[src/pkg/pim_defines.svh]
// register offsets, field positions, reset values and timing figures of the mask and limit slice
`ifndef PIM_DEFINES_SVH
`define PIM_DEFINES_SVH

`define PIM_OFS_MASK2        8'h0c
`define PIM_OFS_MASK3        8'h0d
`define PIM_OFS_ILIM         8'h0f

`define PIM_BIT_BUCK_A       2
`define PIM_BIT_BUCK_B       1
`define PIM_BIT_BUCK_C       0

`define PIM_BIT_BATT_OK      7
`define PIM_BIT_REG_DONE     6
`define PIM_BIT_BOOST_FAULT  5
`define PIM_BIT_RSVD3        4
`define PIM_BIT_CRC_ERR      3
`define PIM_BIT_SER_TMO      2
`define PIM_BIT_HAPTIC       1
`define PIM_BIT_CONVERTER    0

`define PIM_FLOOR_MSB        7
`define PIM_FLOOR_LSB        5
`define PIM_BLANK_MSB        4
`define PIM_BLANK_LSB        3
`define PIM_LIMIT_MSB        2
`define PIM_LIMIT_LSB        0

`define PIM_RST_MASK2        3'h0
`define PIM_RST_MASK3        8'h00
`define PIM_RST_ILIM         8'h00
`define PIM_MASK3_USED       8'hef

`define PIM_CLK_PERIOD_PS    5000
`define PIM_BLANK1_US_X10    5
`define PIM_BLANK2_US_X10    10
`define PIM_BLANK3_US_X10    100
`define PIM_CYC_PER_100US    (100000000 / `PIM_CLK_PERIOD_PS)
`define PIM_BLANK1_CYC       (`PIM_BLANK1_US_X10 * `PIM_CYC_PER_100US)
`define PIM_BLANK2_CYC       (`PIM_BLANK2_US_X10 * `PIM_CYC_PER_100US)
`define PIM_BLANK3_CYC       (`PIM_BLANK3_US_X10 * `PIM_CYC_PER_100US)

`define PIM_DEV_ADDR         7'h3c

`endif

[src/pkg/pim_pkg.sv]
// types shared by the serial port and the register slice
package pim_pkg;

    typedef struct packed {
        logic       wr;
        logic [7:0] addr;
        logic [7:0] wdata;
    } pim_bus_type;

    typedef struct packed {
        logic [2:0] buck_thermal;
        logic [7:0] group3;
    } pim_flags_type;

    typedef enum logic [3:0] {
        PIM_ST_IDLE    = 4'h0,
        PIM_ST_DEV     = 4'h1,
        PIM_ST_DEV_ACK = 4'h3,
        PIM_ST_PTR     = 4'h2,
        PIM_ST_PTR_ACK = 4'h6,
        PIM_ST_WR      = 4'h7,
        PIM_ST_WR_ACK  = 4'h5,
        PIM_ST_RD      = 4'h4,
        PIM_ST_RD_ACK  = 4'hc
    } pim_state_type;

endpackage : pim_pkg

[src/pim_serial_port.sv]
// two-wire serial slave that turns bus frames into register writes and reads
`timescale 1ns/1ps
`default_nettype none
`include "pim_defines.svh"

module pim_serial_port #(
    parameter logic [6:0] DEV_ADDR = `PIM_DEV_ADDR
) (
    input  wire logic                 clk,
    input  wire logic                 rst,
    input  wire logic                 scl_i,
    input  wire logic                 sda_i,
    output logic                      sda_o,
    output logic                      sda_oe,
    output pim_pkg::pim_bus_type      bus,
    output logic [7:0]                rd_addr,
    input  wire logic [7:0]           rd_data
);

    logic [1:0]             scl_sync_reg;
    logic [1:0]             sda_sync_reg;
    logic                   scl_d_reg;
    logic                   sda_d_reg;
    logic                   rise;
    logic                   fall;
    logic                   start_c;
    logic                   stop_c;
    pim_pkg::pim_state_type st_reg;
    logic [7:0]             sh_reg;
    logic [3:0]             cnt_reg;
    logic [7:0]             ptr_reg;
    logic                   rw_reg;
    logic                   ack_reg;
    logic                   low_reg;

    // two-stage resync of the bus pins
    always_ff @(posedge clk)
    begin
        if (rst)
        begin
            scl_sync_reg <= 2'h3;
            sda_sync_reg <= 2'h3;
            scl_d_reg    <= 1'b1;
            sda_d_reg    <= 1'b1;
        end
        else
        begin
            scl_sync_reg <= {scl_sync_reg[0], scl_i};
            sda_sync_reg <= {sda_sync_reg[0], sda_i};
            scl_d_reg    <= scl_sync_reg[1];
            sda_d_reg    <= sda_sync_reg[1];
        end
    end

    assign rise    = scl_sync_reg[1] & ~scl_d_reg;
    assign fall    = ~scl_sync_reg[1] & scl_d_reg;
    assign start_c = scl_sync_reg[1] & scl_d_reg & sda_d_reg & ~sda_sync_reg[1];
    assign stop_c  = scl_sync_reg[1] & scl_d_reg & ~sda_d_reg & sda_sync_reg[1];
    assign rd_addr = ptr_reg;
    assign sda_o   = 1'b0;
    assign sda_oe  = low_reg;

    always_ff @(posedge clk)
    begin
        if (rst)
        begin
            st_reg  <= pim_pkg::PIM_ST_IDLE;
            sh_reg  <= 8'h00;
            cnt_reg <= 4'h0;
            ptr_reg <= 8'h00;
            rw_reg  <= 1'b0;
            ack_reg <= 1'b0;
            low_reg <= 1'b0;
            bus     <= '0;
        end
        else
        begin
            bus.wr <= 1'b0;
            if (start_c)
            begin
                st_reg  <= pim_pkg::PIM_ST_DEV;
                cnt_reg <= 4'h0;
                low_reg <= 1'b0;
            end
            else if (stop_c)
            begin
                st_reg  <= pim_pkg::PIM_ST_IDLE;
                low_reg <= 1'b0;
            end
            else if (rise)
            begin
                if (st_reg == pim_pkg::PIM_ST_RD_ACK)
                    ack_reg <= ~sda_sync_reg[1];
                else if (st_reg != pim_pkg::PIM_ST_RD && st_reg != pim_pkg::PIM_ST_IDLE)
                begin
                    sh_reg  <= {sh_reg[6:0], sda_sync_reg[1]};
                    cnt_reg <= cnt_reg + 4'h1;
                end
            end
            else if (fall)
            begin
                case (st_reg)
                    pim_pkg::PIM_ST_DEV:
                        if (cnt_reg == 4'h8)
                        begin
                            if (sh_reg[7:1] == DEV_ADDR)
                            begin
                                st_reg  <= pim_pkg::PIM_ST_DEV_ACK;
                                rw_reg  <= sh_reg[0];
                                low_reg <= 1'b1;
                            end
                            else
                                st_reg <= pim_pkg::PIM_ST_IDLE;
                        end
                    pim_pkg::PIM_ST_DEV_ACK:
                        if (rw_reg)
                        begin
                            st_reg  <= pim_pkg::PIM_ST_RD;
                            low_reg <= ~rd_data[7];
                            sh_reg  <= {rd_data[6:0], 1'b1};
                            cnt_reg <= 4'h1;
                            ptr_reg <= ptr_reg + 8'h01;
                        end
                        else
                        begin
                            st_reg  <= pim_pkg::PIM_ST_PTR;
                            low_reg <= 1'b0;
                            cnt_reg <= 4'h0;
                        end
                    pim_pkg::PIM_ST_PTR:
                        if (cnt_reg == 4'h8)
                        begin
                            ptr_reg <= sh_reg;
                            low_reg <= 1'b1;
                            st_reg  <= pim_pkg::PIM_ST_PTR_ACK;
                        end
                    pim_pkg::PIM_ST_WR:
                        if (cnt_reg == 4'h8)
                        begin
                            bus.wr    <= 1'b1;
                            bus.addr  <= ptr_reg;
                            bus.wdata <= sh_reg;
                            low_reg   <= 1'b1;
                            st_reg    <= pim_pkg::PIM_ST_WR_ACK;
                        end
                    pim_pkg::PIM_ST_PTR_ACK, pim_pkg::PIM_ST_WR_ACK:
                    begin
                        if (st_reg == pim_pkg::PIM_ST_WR_ACK)
                            ptr_reg <= ptr_reg + 8'h01;
                        low_reg <= 1'b0;
                        cnt_reg <= 4'h0;
                        st_reg  <= pim_pkg::PIM_ST_WR;
                    end
                    pim_pkg::PIM_ST_RD:
                        if (cnt_reg == 4'h8)
                        begin
                            low_reg <= 1'b0;
                            st_reg  <= pim_pkg::PIM_ST_RD_ACK;
                        end
                        else
                        begin
                            low_reg <= ~sh_reg[7];
                            sh_reg  <= {sh_reg[6:0], 1'b1};
                            cnt_reg <= cnt_reg + 4'h1;
                        end
                    pim_pkg::PIM_ST_RD_ACK:
                        if (ack_reg)
                        begin
                            st_reg  <= pim_pkg::PIM_ST_RD;
                            low_reg <= ~rd_data[7];
                            sh_reg  <= {rd_data[6:0], 1'b1};
                            cnt_reg <= 4'h1;
                            ptr_reg <= ptr_reg + 8'h01;
                        end
                        else
                        begin
                            low_reg <= 1'b0;
                            st_reg  <= pim_pkg::PIM_ST_IDLE;
                        end
                    default:
                        st_reg <= pim_pkg::PIM_ST_IDLE;
                endcase
            end
        end
    end

endmodule : pim_serial_port
`default_nettype wire

[src/pim_regs.sv]
// interrupt mask and input limiter register slice behind the two-wire port
// What this block does
// bit 2 of 0x0C masks buck A thermal
// bit 1 masks buck B thermal
// bit 0 masks buck C thermal
// 0x0D bit 1 masks haptic status
// other 0x0D bits mask group3, bit4 reserved
// bits 7:5 of 0x0F select floor voltage
// bits 4:3 select limiter blanking time
// bits 2:0 select input current limit
`timescale 1ns/1ps
`default_nettype none
`include "pim_defines.svh"

module pim_regs #(
    parameter logic [6:0]  DEV_ADDR   = `PIM_DEV_ADDR,
    parameter int unsigned BLANK1_CYC = `PIM_BLANK1_CYC,
    parameter int unsigned BLANK2_CYC = `PIM_BLANK2_CYC,
    parameter int unsigned BLANK3_CYC = `PIM_BLANK3_CYC,
    parameter int unsigned CNT_W      = 21
) (
    input  wire logic                  clk,
    input  wire logic                  rst,
    input  wire logic                  scl_i,
    input  wire logic                  sda_i,
    output logic                       sda_o,
    output logic                       sda_oe,
    input  wire pim_pkg::pim_flags_type flags,
    output logic [2:0]                 buck_thermal_irq,
    output logic [7:0]                 group3_irq,
    output logic                       irq_request,
    input  wire logic                  limit_detect_i,
    output logic                       limit_active,
    output logic [2:0]                 system_floor_voltage_sel,
    output logic [1:0]                 limiter_blanking_sel,
    output logic [2:0]                 input_limit_sel
);

    // refuse counts the blanking counter cannot hold
    if (CNT_W > 31 || (64'd1 << CNT_W) <= 64'(BLANK3_CYC) || BLANK1_CYC == 0
        || BLANK1_CYC > BLANK2_CYC || BLANK2_CYC > BLANK3_CYC)
    begin : g_bad_blank_cfg
        $error("pim_regs: blanking counts do not fit the counter");
    end

    pim_pkg::pim_bus_type bus;
    logic [7:0]           rd_addr;
    logic [7:0]           rd_data;
    logic [2:0]           mask2_reg;
    logic [7:0]           mask3_reg;
    logic [7:0]           ilim_reg;
    logic [1:0]           det_sync_reg;
    logic [CNT_W-1:0]     blank_cnt_reg;
    logic [CNT_W-1:0]     blank_target;
    logic                 limit_reg;

    pim_serial_port #(
        .DEV_ADDR (DEV_ADDR)
    ) u_port (
        .clk     (clk),
        .rst     (rst),
        .scl_i   (scl_i),
        .sda_i   (sda_i),
        .sda_o   (sda_o),
        .sda_oe  (sda_oe),
        .bus     (bus),
        .rd_addr (rd_addr),
        .rd_data (rd_data)
    );

    // buck thermal masks, one bit per source
    always_ff @(posedge clk)
    begin
        if (rst)
            mask2_reg <= `PIM_RST_MASK2;
        // buck A write
        // buck B write
        // buck C write
        else if (bus.wr && bus.addr == `PIM_OFS_MASK2)
            mask2_reg <= bus.wdata[2:0];
    end

    always_ff @(posedge clk)
    begin
        if (rst)
            mask3_reg <= `PIM_RST_MASK3;
        // haptic mask write
        // reserved bit dropped
        else if (bus.wr && bus.addr == `PIM_OFS_MASK3)
            mask3_reg <= bus.wdata & `PIM_MASK3_USED;
    end

    always_ff @(posedge clk)
    begin
        if (rst)
            ilim_reg <= `PIM_RST_ILIM;
        // limit fields write
        else if (bus.wr && bus.addr == `PIM_OFS_ILIM)
            ilim_reg <= bus.wdata;
    end

    always_comb
    begin
        case (rd_addr)
            `PIM_OFS_MASK2: rd_data = {5'h00, mask2_reg};
            `PIM_OFS_MASK3: rd_data = mask3_reg;
            `PIM_OFS_ILIM:  rd_data = ilim_reg;
            default:        rd_data = 8'h00;
        endcase
    end

    // mask gating, 1 lets the flag through
    always_ff @(posedge clk)
    begin
        if (rst)
        begin
            buck_thermal_irq <= 3'h0;
            group3_irq       <= 8'h00;
            irq_request      <= 1'b0;
        end
        else
        begin
            // buck thermal gating
            buck_thermal_irq <= flags.buck_thermal & mask2_reg;
            // group3 gating
            group3_irq       <= flags.group3 & mask3_reg;
            irq_request      <= |(flags.buck_thermal & mask2_reg)
                                | |(flags.group3 & mask3_reg);
        end
    end

    // analog selects
    // limit code out
    always_ff @(posedge clk)
    begin
        if (rst)
        begin
            system_floor_voltage_sel <= 3'h0;
            limiter_blanking_sel     <= 2'h0;
            input_limit_sel          <= 3'h0;
        end
        else
        begin
            system_floor_voltage_sel <= ilim_reg[`PIM_FLOOR_MSB:`PIM_FLOOR_LSB];
            limiter_blanking_sel     <= ilim_reg[`PIM_BLANK_MSB:`PIM_BLANK_LSB];
            input_limit_sel          <= ilim_reg[`PIM_LIMIT_MSB:`PIM_LIMIT_LSB];
        end
    end

    // blanking length
    always_comb
    begin
        case (ilim_reg[`PIM_BLANK_MSB:`PIM_BLANK_LSB])
            2'h1:    blank_target = CNT_W'(BLANK1_CYC);
            2'h2:    blank_target = CNT_W'(BLANK2_CYC);
            2'h3:    blank_target = CNT_W'(BLANK3_CYC);
            default: blank_target = '0;
        endcase
    end

    always_ff @(posedge clk)
    begin
        if (rst)
            det_sync_reg <= 2'h0;
        else
            det_sync_reg <= {det_sync_reg[0], limit_detect_i};
    end

    // debounce limiter detect
    always_ff @(posedge clk)
    begin
        if (rst)
        begin
            limit_reg     <= 1'b0;
            blank_cnt_reg <= '0;
        end
        else if (det_sync_reg[1] == limit_reg)
            blank_cnt_reg <= '0;
        else if (blank_cnt_reg >= blank_target)
        begin
            limit_reg     <= det_sync_reg[1];
            blank_cnt_reg <= '0;
        end
        else
            blank_cnt_reg <= blank_cnt_reg + CNT_W'(1);
    end

    assign limit_active = limit_reg;
endmodule : pim_regs
`default_nettype wire

[config.mk]
export PLATFORM = sky130hd
export DESIGN_NAME = pim_regs
export DESIGN_NICKNAME = d
export VERILOG_FILES = /design/src/pkg/pim_pkg.sv /design/src/pim_serial_port.sv /design/src/pim_regs.sv
export VERILOG_INCLUDE_DIRS = /design/src /design/src/pkg
export SDC_FILE = /design/constraint.sdc
export NUM_CORES = 1
export LEC_CHECK = 0
export CAP_MARGIN = 10
export CORE_ASPECT_RATIO = 1.1
export CORE_MARGIN = 2
export CORE_UTILIZATION = 60
export CTS_BUF_LIST = sky130_fd_sc_hd__clkbuf_8
export DETAILED_ROUTE_END_ITERATION = 10
export DONT_BUFFER_PORTS = 1
export MAX_ROUTING_LAYER = met4
export PLACE_DENSITY = 0.75
export SETUP_SLACK_MARGIN = 0.5
export SLEW_MARGIN = 20
export SYNTH_ARGS = -nofsm -noshare
export SYNTH_HDL_FRONTEND = slang
export SYNTH_SLANG_ARGS = --single-unit
[constraint.sdc]
create_clock -name clk -period 2.79 [get_ports clk]
set_input_delay 0 -clock clk [delete_from_list [all_inputs] [get_ports clk]]
set_output_delay 0 -clock clk [all_outputs]
set_load 0.005 [all_outputs]
==> run metrics <==
status complete, no violations; Die X roughly 95 µm; FF+latch count, synth between 100 and 150; critical path type reg2reg; Clock Skew between 0.01 and 0.015 ns; largest net degree at the start of global routing 95; ys async rst share 0%; H-tree Lvls 3; TNS Setup 0 ns; # rows 36; post-DP HPWL 7.95 mm; switching part of the total power 24.6%; max cap viols 0; Worst-path clk slew 0.11 ns; initial DRC count 310; Max Transition Viols Final 0; Worst Path Arrival roughly 2.8 ns; sequential power share about 58%; top cells by count, synth dfxtp_1, nor2_1, mux2i_1, ha_1, nand2_1; max reg flops 21; Distinct cells, synth 74; Root Driver clkbuf_8; crit path setup slack, layout ~0.32 ns; CTS tree yes; Via density between 6 and 7; antenna viol nets, final 0; Avg WL per Cell 17.2 µm; Yosys warnings 0; total gr overflow 0; Fmax 0.404 GHz; Via Count between 4,000 and 5,000; Post-synth EDFFs 0; Max Root-Sink Buffers 2; P_leak around 2.2 nW; clk sink count around 110; die area approximately 9800 µm²; VDD IR-drop max between 0.3 and 0.4 mV; Global Route Usage Sum 26.5%; worst-margin pin slew around 0.7 ns; crit-path max FO 5; r2r startpoint ilim_reg[4]; final hold viol count 0; Worst Reg-to-Reg Cells 9; Hold Path Class in2reg; Worst EP required approximately 3.1 ns; final wirelength between 10 and 15 mm; unrepaired setup endpoints after global routing true; Startpoint Class register; switching power between 0.6 and 0.7 mW; vias in the first global route approximately 4,300; endpoint class of the critical path register; Synth-to-Final Area Change 13.8%; top-area cell type share of the netlist area around two fifths; io pins 39; clk_lat worst skew roughly 0.39 ns; Non-Filler Cell Area, Final about 6200 µm²; min-delay src sda_i; Reg2Reg Capture Point blank_cnt_reg[15]; post-placement worst setup slack 0.231 ns; drt drc 0; synth top area cells dfxtp_1, mux2i_1, nor2_1; Mapped Cells 599; Reg2Reg Setup Slack 0.32 ns; min cycle time layout between 2 and 2.5 ns; share of post-route cells with drive strength above 1 a little over an eighth; ratio of final minimum period to clock period just under 90%; Util after Layout between 60 and 70%; sequential share of the synthesized area 41.0%; Worst Hold End u_port.sda_sync_reg[0]; Starting Density 61.4%; chip height between 100 and 150 µm; Max transition margin a little over half; clock power share between 30 and 40%; Inserted Clock Buffers 9; Nets between 600 and 700; Main synth FF type dfxtp_1; Internal Power between 2 and 2.5 mW; diode count 0; Netlist Area Pre-Place 5420 µm²; Post-DP Area approximately 5500 µm²; PwrDens 448 nW/µm²; hold path cells 2; # port buffers 0; cell taking the most area after synthesis dfxtp_1; GPL Wtd Cong between 0.9 and 1; core area between 8000 and 9000 µm²; initial antenna violation count 0; top-count cell post-synth dfxtp_1; combinational share of power between 3 and 4%; first-pass GRT wire length between 20 and 25 mm; Final setup viols 0; Avg Inst Size Synth between 9 and 10 µm²; drt pass-1 iters 5
-- layout make-up --
type                       count  area (µm²)
clock buffer                   9         124
timing repair buffer          34         313
multi-input combinational    439        3180
clock inverter                 7         106
inverter                      17        68.8
fill                         679        2660
sequential                   111        2230
tap                          114         143
-- cells by family after synthesis --
| family | synth area share (%) |
|---|---|
| multiplexers | 7.04 |
| flip-flops | 41.0 |
| XOR/XNOR | 3.39 |
| adder cells (fa/ha/maj) | 5.75 |
| AO/OA/AOI/OAI | 14.5 |
| buffers and inverters | 4.57 |
| other | 0.0692 |
| AND/OR/NAND/NOR | 23.7 |
-- power by group through the flow --
| stage | logic [mW] | clock network (mW) | registers [mW] |
|---|---|---|---|
| after floorplan | 0.0763 | 0 | 1.63 |
| after global placement | 0.0610 | 0 | 1.64 |
| after detailed placement | 0.0624 | 0 | 1.64 |
| after CTS | 0.104 | 1.07 | 1.61 |
| after global routing | 0.115 | 1.13 | 1.61 |
| final | 0.106 | 1.05 | 1.61 |
-- worst max-delay path, cell delays in order, from the launching register on --
cell and delay (ns):
dfxtp_4 0.41, inv_4 0.05, ha_4 0.15, buf_4 0.12, ha_1 0.29, a21o_1 0.18
a211oi_1 0.48, a21oi_4 0.14, nand4bb_2 0.42, nor2_1 0.17
-- metal layers --
layer  wire length [µm]  vias up  GRT usage (%)
li1                   -     2171              -
met1               5410     2136           31.9
met2               6300      128           44.1
met3                514       34           4.58
met4                314        0           9.52
met5                  0        -              -
-- worst max-delay path by stage --
stage,startpoint,to,cells after the start
2_1_floorplan,ilim_reg[3],blank_cnt_reg[13],10
3_3_place_gp,ilim_reg[4],blank_cnt_reg[10],9
3_5_place_dp,ilim_reg[4],blank_cnt_reg[14],9
4_1_cts,ilim_reg[4],blank_cnt_reg[9],9
5_1_grt,ilim_reg[3],blank_cnt_reg[18],9
6_report,ilim_reg[4],blank_cnt_reg[15],9
-- stage by stage --
step                      total power, mW  std cells  hold WS [ns]
after floorplan                      1.71        600         0.104
after global placement               1.71        685        0.0823
after detailed placement             1.71        685        0.0852
after CTS                            2.78        728         0.249
after global routing                 2.86        731         0.264
final                                2.76        731         0.255
-- cells in the final DEF (no fill, tap or decap), types with 4 or more instances in the layout --
| cell type | instances |
|---|---|
| a211oi_1 | 12 |
| a21o_1 | 5 |
| a21oi_1 | 22 |
| a221oi_1 | 8 |
| a22o_1 | 8 |
| and2_1 | 6 |
| and3_1 | 8 |
| and4_1 | 7 |
| buf_4 | 18 |
| clkbuf_8 | 9 |
| dfxtp_1 | 107 |
| dlygate4sd3_1 | 15 |
| ha_1 | 18 |
| ha_4 | 5 |
| inv_1 | 14 |
| mux2i_1 | 37 |
| nand2_1 | 24 |
| nand2b_1 | 13 |
| nand3_1 | 19 |
| nand3b_1 | 5 |
| nand4_1 | 8 |
| nor2_1 | 92 |
| nor2_2 | 5 |
| nor2b_1 | 14 |
| nor3_1 | 10 |
| o211ai_1 | 4 |
| o21ai_0 | 8 |
| o32ai_1 | 5 |
| or2_2 | 6 |
| xnor2_1 | 7 |
| xor2_1 | 14 |
-- timing repair --
| item | 4_1_cts | 5_1_grt |
|---|---|---|
| hold endpoints to repair | 96 | 0 |
| resized for setup | 17 | 14 |
| cloned | 2 | 1 |
| endpoints found under the setup margin | 23 | 27 |
| hold buffers | 16 | 0 |
| buffers inserted | 9 | 2 |
| pin swaps | 3 | 15 |
(Power assumes the default switching activity.)
